File: src/rtl/hph_pkg.sv
// Purpose: Constants and types for the host port handshake block
// Assumes: 100 MHz sys_clk, host pins asynchronous to it
// Notes:   Pin vector layout and select codes are shared with the bench
// Behaviour
// - Internal access strobe low only while chip select low and data strobes differ.
// - Ready is held low whenever chip select is high.
// - Ready goes high at chip select fall while earlier transfer still completes.
// - First half-word data read strobe fall issues a fetch to the DMA engine unless the word is already prefetched.
// - Data read keeps ready high until the DMA word is loaded.
// - Ready rises at strobe rise after second half of data write or autoincrement read.
// - Other accesses leave ready low after the strobe rises.
// - Control and address register accesses never affect ready.
// - Read data is valid two clock cycles before ready falls.
// - After address strobe falls, ready may rise if the port is busy.
package hph_pkg;
  localparam int          CLK_PERIOD_NS  = 10;
  localparam int          DATA_LEAD_NS   = 2 * CLK_PERIOD_NS;
  localparam logic [1:0]  DATA_LEAD_CYC  = 2'(DATA_LEAD_NS / CLK_PERIOD_NS);
  localparam int          FIFO_DEPTH     = 16;
  localparam int          WORD_W         = 32;
  localparam int          HALF_W         = 16;
  localparam logic [31:0] ADDR_STEP      = 32'h0000_0004;
  localparam logic [31:0] WORD_RESET     = 32'h0000_0000;
  // Access select codes
  localparam logic [1:0]  SEL_CONTROL    = 2'h0;
  localparam logic [1:0]  SEL_DATA_INC   = 2'h1;
  localparam logic [1:0]  SEL_ADDRESS    = 2'h2;
  localparam logic [1:0]  SEL_DATA_FIXED = 2'h3;
  // Bit positions of the sampled pin vector
  localparam int          PIN_W          = 24;
  localparam int          PIN_DATA_LSB   = 8;
  localparam int          PIN_CS         = 7;
  localparam int          PIN_DS_A       = 6;
  localparam int          PIN_DS_B       = 5;
  localparam int          PIN_AS         = 4;
  localparam int          PIN_SEL_LSB    = 2;
  localparam int          PIN_RW         = 1;
  localparam int          PIN_HW         = 0;
  localparam logic [PIN_W-1:0] PIN_RESET = 24'h00_00F0;

  typedef enum logic [3:0] {
    ST_IDLE    = 4'b0001,
    ST_FETCH   = 4'b0010,
    ST_PRESENT = 4'b0100,
    ST_ACTIVE  = 4'b1000
  } hph_state_t;
endpackage

File: src/rtl/hph_handshake.sv
// Purpose: Handshake logic of a 16-bit asynchronous host port plus write FIFO
// Assumes: DMA side runs on sys_clk; host pins are asynchronous
// Notes:   Ready is active low; data bus enable is active low
`timescale 1ns/1ps

module hph_fifo #(
  parameter int WIDTH = 32,
  parameter int DEPTH = 16
) (
  input  wire logic             sys_clk,
  input  wire logic             reset,
  // Fill side
  input  wire logic             in_valid,
  input  wire logic [WIDTH-1:0] in_data,
  output logic                  in_ready,
  // Drain side
  output logic                  out_valid,
  output logic [WIDTH-1:0]      out_data,
  input  wire logic             out_ready
);
  localparam int AW = $clog2(DEPTH);
  typedef struct packed {
    logic [AW-1:0] wptr;
    logic [AW-1:0] rptr;
    logic [AW:0]   cnt;
    logic          in_ready;
    logic          out_valid;
  } hph_fifo_s_t;
  hph_fifo_s_t      f_reg, f_next;
  logic [WIDTH-1:0] mem [DEPTH];
  logic             push, pop;

  always_comb begin
    push   = in_valid & f_reg.in_ready;
    pop    = f_reg.out_valid & out_ready;
    f_next = f_reg;
    if (push) begin
      f_next.wptr = AW'(f_reg.wptr + 1'b1);
    end
    if (pop) begin
      f_next.rptr = AW'(f_reg.rptr + 1'b1);
    end
    f_next.cnt       = (AW+1)'(f_reg.cnt + {{AW{1'b0}}, push} - {{AW{1'b0}}, pop});
    f_next.in_ready  = f_next.cnt < (AW+1)'(DEPTH);
    f_next.out_valid = f_next.cnt != '0;
  end

  always_ff @(posedge sys_clk or posedge reset) begin
    if (reset) begin
      f_reg          <= '0;
      f_reg.in_ready <= 1'b1;
    end else begin
      f_reg <= f_next;
    end
  end

  // Storage needs no reset; only entries below the count are visible
  always_ff @(posedge sys_clk) begin
    if (push) begin
      mem[f_reg.wptr] <= in_data;
    end
  end

  assign in_ready  = f_reg.in_ready;
  assign out_valid = f_reg.out_valid;
  assign out_data  = mem[f_reg.rptr];
endmodule

module hph_handshake (
  // Clock and reset
  input  wire logic                       sys_clk,
  input  wire logic                       reset,
  // Host pins
  input  wire logic                       host_chip_select_n,
  input  wire logic                       host_data_strobe_a,
  input  wire logic                       host_data_strobe_b,
  input  wire logic                       host_addr_strobe_n,
  input  wire logic [1:0]                 host_access_select,
  input  wire logic                       host_read_write,
  input  wire logic                       half_word_identifier,
  input  wire logic [hph_pkg::HALF_W-1:0] host_data_bus_in,
  output logic      [hph_pkg::HALF_W-1:0] host_data_bus_out,
  output logic                            host_data_bus_oe_n,
  output logic                            host_ready_n,
  // DMA read side
  output logic                            dma_fetch_req,
  output logic      [hph_pkg::WORD_W-1:0] dma_fetch_addr,
  input  wire logic                       dma_read_valid,
  input  wire logic [hph_pkg::WORD_W-1:0] dma_read_data,
  // DMA write side
  output logic                            dma_write_valid,
  output logic      [hph_pkg::WORD_W-1:0] dma_write_data,
  input  wire logic                       dma_write_ready,
  // Configuration view
  output logic      [hph_pkg::WORD_W-1:0] host_control_value,
  output logic      [hph_pkg::WORD_W-1:0] host_address_value
);
  import hph_pkg::*;

  typedef struct packed {
    logic [PIN_W-1:0]  s1;
    logic [PIN_W-1:0]  s2;
    logic              strobe_d;
    logic              as_d;
    hph_state_t        st;
    logic [1:0]        cnt;
    logic [3:0]        sel;
    logic              ready_n;
    logic              oe_n;
    logic [HALF_W-1:0] dout;
    logic [WORD_W-1:0] rd_word;
    logic [WORD_W-1:0] addr;
    logic [WORD_W-1:0] ctrl;
    logic [HALF_W-1:0] lo;
    logic              pending;
    logic              prefetched;
    logic              fetch_req;
    logic              push_v;
    logic [WORD_W-1:0] push_d;
  } hph_core_s_t;

  hph_core_s_t r_reg, r_next;
  logic        strobe_n, cs_n, as_n, fall, rise, push_rdy, is_data, is_read;
  logic [3:0]  sel_now;
  logic [HALF_W-1:0] din;

  function automatic logic sel_is_data(input logic [1:0] s);
    return (s == SEL_DATA_INC) || (s == SEL_DATA_FIXED);
  endfunction

  always_comb begin
    r_next = r_reg;
    // First stage feeds only the second
    r_next.s1 = {host_data_bus_in, host_chip_select_n, host_data_strobe_a, host_data_strobe_b,
                 host_addr_strobe_n, host_access_select, host_read_write, half_word_identifier};
    r_next.s2 = r_reg.s1;
    cs_n     = r_reg.s2[PIN_CS];
    as_n     = r_reg.s2[PIN_AS];
    din      = r_reg.s2[PIN_DATA_LSB +: HALF_W];
    strobe_n = cs_n | ~(r_reg.s2[PIN_DS_A] ^ r_reg.s2[PIN_DS_B]);
    r_next.strobe_d = strobe_n;
    r_next.as_d     = as_n;
    fall     = r_reg.strobe_d & ~strobe_n;
    rise     = ~r_reg.strobe_d & strobe_n;
    // Address strobe latches the select group; else the strobe fall does
    sel_now  = {r_reg.s2[PIN_SEL_LSB +: 2], r_reg.s2[PIN_RW], r_reg.s2[PIN_HW]};
    if (r_reg.as_d & ~as_n) begin
      r_next.sel = sel_now;
    end
    if (fall && as_n) begin
      r_next.sel = sel_now;
    end
    is_data  = sel_is_data(r_next.sel[3:2]);
    is_read  = r_next.sel[1];
    r_next.fetch_req = 1'b0;
    if (r_reg.push_v & push_rdy) begin
      r_next.push_v  = 1'b0;
      r_next.pending = 1'b0;
    end
    if (dma_read_valid) begin
      r_next.rd_word    = dma_read_data;
      r_next.prefetched = 1'b1;
      if (!r_reg.push_v) begin
        r_next.pending = 1'b0;
      end
    end
    case (r_reg.st)
      ST_IDLE: begin
        if (fall) begin
          if (is_data && is_read && !r_next.sel[0] && !r_next.prefetched) begin
            r_next.fetch_req = 1'b1;
            r_next.st        = ST_FETCH;
          end else if (is_read) begin
            r_next.st   = is_data ? ST_PRESENT : ST_ACTIVE;
            r_next.cnt  = DATA_LEAD_CYC;
            r_next.oe_n = 1'b0;
            case (r_next.sel[3:2])
              SEL_CONTROL: r_next.dout = r_next.sel[0] ? r_reg.ctrl[31:16] : r_reg.ctrl[15:0];
              SEL_ADDRESS: r_next.dout = r_next.sel[0] ? r_reg.addr[31:16] : r_reg.addr[15:0];
              default:     r_next.dout = r_next.sel[0] ? r_next.rd_word[31:16]
                                                       : r_next.rd_word[15:0];
            endcase
          end else begin
            r_next.st = ST_ACTIVE;
          end
        end
      end
      ST_FETCH: begin
        if (dma_read_valid) begin
          r_next.st   = ST_PRESENT;
          r_next.cnt  = DATA_LEAD_CYC;
          r_next.oe_n = 1'b0;
          r_next.dout = dma_read_data[15:0];
        end
      end
      ST_PRESENT: begin
        // Data leads the ready fall by the counted cycles
        r_next.cnt = 2'(r_reg.cnt - 1'b1);
        if (r_reg.cnt == 2'h1) begin
          r_next.st = ST_ACTIVE;
        end
      end
      ST_ACTIVE: begin
        if (rise) begin
          r_next.st   = ST_IDLE;
          r_next.oe_n = 1'b1;
          // Second-half write or data read leaves the held word stale
          r_next.prefetched = r_next.prefetched & ~(r_reg.sel[0] & (~is_read | is_data));
          if (!is_read) begin
            if (!r_reg.sel[0]) begin
              r_next.lo = din;
            end
            case (r_reg.sel[3:2])
              SEL_CONTROL: r_next.ctrl = r_reg.sel[0] ? {din, r_reg.lo} : r_reg.ctrl;
              SEL_ADDRESS: r_next.addr = r_reg.sel[0] ? {din, r_reg.lo} : r_reg.addr;
              default: begin
                if (r_reg.sel[0]) begin
                  r_next.push_v  = 1'b1;
                  r_next.push_d  = {din, r_reg.lo};
                  r_next.pending = 1'b1;
                  if (r_reg.sel[3:2] == SEL_DATA_INC) begin
                    r_next.addr = r_reg.addr + ADDR_STEP;
                  end
                end
              end
            endcase
          end else if (r_reg.sel[3:2] == SEL_DATA_INC && r_reg.sel[0]) begin
            // Prefetch the next word so the following read is quick
            r_next.addr       = r_reg.addr + ADDR_STEP;
            r_next.prefetched = 1'b0;
            r_next.fetch_req  = 1'b1;
            r_next.pending    = 1'b1;
          end
        end
      end
      default: r_next.st = ST_IDLE;
    endcase
    // Ready: gated by chip select; only data traffic can hold it high
    r_next.ready_n = ~cs_n & (r_next.pending | r_next.st == ST_FETCH
                              | r_next.st == ST_PRESENT);
  end

  always_ff @(posedge sys_clk or posedge reset) begin
    if (reset) begin
      r_reg          <= '0;
      r_reg.s1       <= PIN_RESET;
      r_reg.s2       <= PIN_RESET;
      r_reg.strobe_d <= 1'b1;
      r_reg.as_d     <= 1'b1;
      r_reg.st       <= ST_IDLE;
      r_reg.oe_n     <= 1'b1;
      r_reg.addr     <= WORD_RESET;
      r_reg.ctrl     <= WORD_RESET;
    end else begin
      r_reg <= r_next;
    end
  end

  // Full FIFO stalls the push, which keeps the port busy
  hph_fifo #(.WIDTH(WORD_W), .DEPTH(FIFO_DEPTH)) u_fifo (
    .sys_clk   (sys_clk),
    .reset     (reset),
    .in_valid  (r_reg.push_v),
    .in_data   (r_reg.push_d),
    .in_ready  (push_rdy),
    .out_valid (dma_write_valid),
    .out_data  (dma_write_data),
    .out_ready (dma_write_ready)
  );

  assign host_data_bus_out  = r_reg.dout;
  assign host_data_bus_oe_n = r_reg.oe_n;
  assign host_ready_n       = r_reg.ready_n;
  assign dma_fetch_req      = r_reg.fetch_req;
  assign dma_fetch_addr     = r_reg.addr;
  assign host_control_value = r_reg.ctrl;
  assign host_address_value = r_reg.addr;

  a_ready_cs_gate: assert property (@(posedge sys_clk) disable iff (reset)
    r_reg.s2[PIN_CS] |=> !host_ready_n) else $error("ready high while deselected");
  a_busy_at_select: assert property (@(posedge sys_clk) disable iff (reset)
    (!r_reg.s2[PIN_CS] && r_next.pending) |=> host_ready_n) else $error("busy not shown");
  a_fetch_on_fall: assert property (@(posedge sys_clk) disable iff (reset)
    (r_reg.st == ST_IDLE && r_next.st == ST_FETCH) |=> dma_fetch_req)
    else $error("fetch not issued");
  a_wait_for_load: assert property (@(posedge sys_clk) disable iff (reset)
    (r_reg.st == ST_FETCH && !r_reg.s2[PIN_CS]) |=> host_ready_n) else $error("ready early");
  a_data_lead: assert property (@(posedge sys_clk) disable iff (reset)
    (r_reg.st == ST_FETCH && dma_read_valid) |=> !host_data_bus_oe_n ##1 host_ready_n
    ##1 $fell(host_ready_n) || r_reg.s2[PIN_CS]) else $error("data lead wrong");
  a_write_busy: assert property (@(posedge sys_clk) disable iff (reset)
    $rose(r_reg.push_v) |-> r_reg.pending) else $error("write not pending");
  a_other_low: assert property (@(posedge sys_clk) disable iff (reset)
    (r_reg.st == ST_ACTIVE && !r_reg.pending && !sel_is_data(r_reg.sel[3:2]))
    |=> !host_ready_n) else $error("ready rose on register access");
  a_strobe_form: assert property (@(posedge sys_clk) disable iff (reset)
    (r_reg.s2[PIN_CS] && r_reg.st == ST_IDLE) |=> r_reg.st == ST_IDLE)
    else $error("access without select");
endmodule

File: config.mk
export PLATFORM = sky130hd
export DESIGN_NAME = hph_handshake
export DESIGN_NICKNAME = d
export VERILOG_FILES = /design/src/rtl/hph_pkg.sv /design/src/rtl/hph_handshake.sv
export SDC_FILE = /design/constraint.sdc
export NUM_CORES = 1
export LEC_CHECK = 0
export CELL_PAD_IN_SITES_DETAIL_PLACEMENT = 1
export CELL_PAD_IN_SITES_GLOBAL_PLACEMENT = 2
export CORE_MARGIN = 2
export CORE_UTILIZATION = 50
export DETAILED_ROUTE_END_ITERATION = 16
export DONT_BUFFER_PORTS = 1
export PLACE_DENSITY = 0.88
export SLEW_MARGIN = 40
export SYNTH_ARGS = -nofsm -noshare
export SYNTH_HDL_FRONTEND = slang
export SYNTH_SLANG_ARGS = --single-unit
File: constraint.sdc
create_clock -name sys_clk -period 22.4 [get_ports sys_clk]
set_clock_uncertainty 0.1 [all_clocks]
set_input_delay 2.24 -clock sys_clk [delete_from_list [all_inputs] [get_ports sys_clk]]
set_output_delay 2.24 -clock sys_clk [all_outputs]
set_load 0.01 [all_outputs]
Word-level counts from Yosys, hierarchy flattened
Memory sizes are Yosys's and may differ from the RTL's.
Index checks and enable logic that the tools add are counted.
W data, S select, Z words.
{ "word_totals": {"register_bits": 241, "ram_bits": 512, "inputBits": 60, "n_memories": 1} }
{ "classes": {"add_sub_neg": 6, "order_cmp": 1, "n_eq_ne": 19, "muxes": 51, "bitwise": 22, "reduce_logical": 24} }
{ "mem_list": {"columns": ["memory", "words", "word_bits", "rd", "rd_ports_with_merged_regs", "wr", "line", "text"], "rows": [
  ["u_fifo.mem", 16, 32, 1, 0, 1, "hph_handshake.sv:30", "logic [WIDTH-1:0] mem [DEPTH];"]
]} }
{ "op_table": {"columns": ["operator", "n"], "rows": [
  ["$mux W32", 6],
  ["$mux W33", 4],
  ["$mux W17", 4],
  ["$pmux W16 S2", 2],
  ["$pmux W32 S2", 1],
  ["$mux W16", 3],
  ["$mux W36", 1],
  ["$add A32 B3 Y32 const B", 1],
  ["$mux W4", 7],
  ["$reduce_and A5 Y1", 4],
  ["$pmux W4 S4", 1],
  ["$mux W6", 2],
  ["$ne A2 B2 Y1 const B", 6],
  ["$reduce_and A6 Y1", 2],
  ["$mux W1", 11],
  ["$mux W2", 5],
  ["$not A1 Y1", 9],
  ["$reduce_bool A3 Y1", 3],
  ["$add A4 B1 Y4 const B", 2],
  ["$and A1 B1 Y1", 8],
  ["$eq A4 B2 Y1 const B", 2],
  ["$eq A4 B3 Y1 const B", 2],
  ["$eq A2 B1 Y1 const B", 3],
  ["$eq A2 B2 Y1 const B", 3],
  ["other kinds (21)", 31]
]} }

Logic depth before layout (Yosys ltp)
{ "depth": {"word_depth": 20, "mapped_depth": 13, "depth_no_buf": 12} }

Hierarchy
Synthesis repeated with hierarchy kept, for this count alone.
{ "unflattened": {"cells_unflattened": 1834, "hier_area_um2": 30764.5} }
{ "by_module_without_submodules": {"columns": ["module", "instances", "cells_per_inst", "area_each_um2", "seq_area_each_um2"], "rows": [
  ["hph_fifo", 1, 877, 19980.4, 15751.4],
  ["hph_handshake", 1, 957, 10784.1, 5670.4]
]} }

Worst setup path after synthesis
No wires, ideal clock.
{ "synth_path": {"path_kind": "reg-to-output", "start": "register u_fifo.f_reg[7] (netlist bit)", "end": "output port dma_write_data[10] (netlist bit)", "arrival_time_ps": 2325, "t_required_ps": 20060, "setup_slack_ps": 17735, "path_stages_with_launch": 6, "n_path_buf": 3, "path_cell_list": "dfrtp_1 -> clkbuf_1 -> clkbuf_1 -> buf_1 -> mux4_2 -> mux4_2"} }
{ "synth_via": {"elab_chain_len": 1} }
{ "synth_lines": {"columns": ["element", "line", "text"], "rows": [
  ["start: declaration", "hph_handshake.sv:29", "hph_fifo_s_t f_reg, f_next;"],
  ["start signal: assignment", "hph_handshake.sv:53", "f_reg <= f_next;"],
  ["$mem_v2 Z16 W32", null, null],
  ["end: declaration", "hph_handshake.sv:92", "output logic [hph_pkg::WORD_W-1:0] dma_write_data,"]
]} }
No other way between the ends.

Worst setup path in the final report
{ "layout_path": {"start": "register u_fifo.f_reg[7] (netlist bit)", "end": "output port dma_write_data[21] (netlist bit)"} }
The elaborated chain is that of the path after synthesis.

==> metrics <==
cts repair resizes 0; Chip Width 252.4 um; Synth area leader edfxtp_1; YS warnings 0; Mean Syn Cell Area 18.03 um2; worst hold-check path type reg -> reg; total wire length 78.49 mm; initial antenna violation count 5; DR pass1 iterations 6; Initial Util 50.26%; main area contributors after synthesis edfxtp_1 (50%), dfrtp_1 (18%), mux4_2 (12%); register area 21430 um2; flops & latches, synth 753; Seq/Total Area, Yosys 69.45%; count of cell types in the netlist between 70 and 80; CTS Buffer Depth 3; max-slew violation count 0; final net count around 1700; RSZ-0062 raised after global routing false; DRC Markers 0; crit-path max cell delay roughly 0.84 ns; slowest CP cell dfrtp_4; Final Hold Vio Count 0; MaxCap Viol Count 0; Post-Synthesis Cell Area 30840 um2; grt total ovfl 0; status complete, no violations; max reg flops 512; Worst-path clk slew 0.06 ns; pin count of the biggest net entering global routing 106; Post-synth EDFFs between 500 and 600; ys async rst share 32.01%; CP most frequent cell mux4_2; Synth top area share 49.85%; Fin Setup TNS 0 ns; Inst Count DP 2333; IO Port Bufs 0; Slew @ Worst Pin around 0.85 ns; Crit. End Element output port; CTS tree built; DPL Wire Length 46.51 mm; Layout Cells excl Fill between 2000 and 2500; total CTS buffers between 70 and 80; Via Count 15770; layout filler cell count ~5400; Worst VDD drop 66.17 uV; drt wl/cell 31.66 um; antenna diode count 0; WS Path Type reg -> out; crit path time final 5.702 ns; Root Buffer Master clkbuf_16; Worst Path Max Fanout 52; final core utilization 54.64%; Die H approximately 250 um; Power Density 102.2 nW/um2; clock sink count ~750; Mapped Cells 1711; post-cts hold buffer count 0; Worst Path Required 20.06 ns; Routed Antenna Nets 0; critical path data arrival time 3.36 ns; first-pass GRT wire length 115.2 mm; Setup-failing EPs final 0; FP Rows 91; Placer Congestion 0.8018; Mapped Nets around 1800; layout overhead on the synthesized area 8.717%; crit-path cells buf_6 -> mux4_2 -> mux4_2; startpoint types flop; Final period util 25.45%; fraction of layout cells with a size suffix above 1 ~29%; Placeable Area around 61000 um2; total I/O pin count approximately 210; DR vias/cell 6.363; # H-tree levels 3; Post-CTS Setup Repair Bufs 0; Slew headroom 43.31%; initial DRC count 1339; Top FF cell, synth edfxtp_1; Max Fclk 175.4 MHz; Leak Pwr approximately 12 nW; multi-input logic area between 8000 and 9000 um2; Die ar. between 60000 and 70000 um2; Clock Latency Late Sink 0.63 ns; vias in the first global route around 17000; GR Util All Layers 25.05%
Yosys cell counts (26+ instances only):
cell type,instances
a21oi_1,52
edfxtp_1,512
o211ai_1,33
mux2_2,104
o21ai_0,40
dfrtp_1,228
buf_4,114
nor2_1,35
clkbuf_1,46
mux4_2,160
inv_1,26
nand2_1,42
power breakdown:
part / internal [mW] / leakage (nW) / switching [mW] / total [mW]
registers: 1.53 / 7.92 / 0.0789 / 1.61
clock network: 0.716 / 1.20 / 0.548 / 1.26
logic: 0.265 / 2.93 / 0.290 / 0.555
cell families after synthesis:
logic type	synth area share [%]
flops	69.45
mux	16.70
buf+inv	4.369
compound gates	5.261
simple gates	3.278
fa+ha+maj	0.5517
xor+xnor	0.3895
per-layer routing:
| layer | vias up | global-route usage [%] | share of wire [%] |
|---|---|---|---|
| met5 | - | 0 | 0.010 |
| met4 | 2 | 7.354 | 2.5 |
| met3 | 133 | 6.179 | 8.3 |
| met2 | 707 | 42.78 | 51 |
| met1 | 8428 | 31.91 | 38 |
| li1 | 6503 | - | - |
per-stage QoR:
stage / total power [mW] / instance area (um2) / hold WS [ns] / worst slack [ns]
detailed placement: 2.194 / 31000 / 0.2356 / 17.25
global placement: 2.172 / 30970 / 0.2359 / 17.04
finish: 3.425 / 33530 / 0.2450 / 16.70
global route: 3.544 / 33530 / 0.2545 / 16.46
CTS: 3.453 / 33500 / 0.2487 / 16.59
floorplan: 2.075 / 30840 / 0.2312 / 13.47
path summary, 6_finish.rpt:
kind                                        startpoint                                  to  slack [ns]  cells after the start
max                        u_fifo.f_reg[7]$_DFFE_PP0P_                  dma_write_data[21]       16.70                      3
min                              r_next[179]$_DFF_PP0_                r_reg[179]$_DFF_PP0_        0.25                      0
max reg2reg                             cs_n$_DFF_PP1_    host_data_bus_out[8]$_DFFE_PP0P_       19.07                      7
min reg2reg                      r_next[179]$_DFF_PP0_                r_reg[179]$_DFF_PP0_        0.25                      0
max in group asynchronous                        reset  host_control_value[23]$_DFFE_PP0P_       19.50                      2
min in group asynchronous                        reset                r_reg[178]$_DFF_PP0_        1.48                      1
critical path, delay by kind of cell (launching register included):
family,cells,cell delay [ns]
buf+inv,1,0.64
flops,1,0.84
mux,2,1.17
final cells by class:
cell class	count	share of cell area, %
clock buffers	99	6.272
multi-input cells	731	24.53
clock inverters	46	1.164
flip-flops and latches	753	63.91
inverters	27	0.3321
repair buffers	33	0.8433
well taps	790	2.948
placed cells by master, fill, tap and decap left out, types with 16 or more instances in the layout:
cell and n:
nand3_1 18, inv_1 25, o211ai_1 33, a32o_1 17, nand4_1 18, clkbuf_16 80
mux2i_1 19, o21ai_0 40, edfxtp_1 512, dfrtp_1 225, clkbuf_1 16, mux2_2 104
clkinv_1 19, nand2_1 42, buf_4 26, nor2_1 23, a21oi_1 52, mux4_2 160
or3_1 20, a31o_2 17
(Power assumes the default switching activity.)
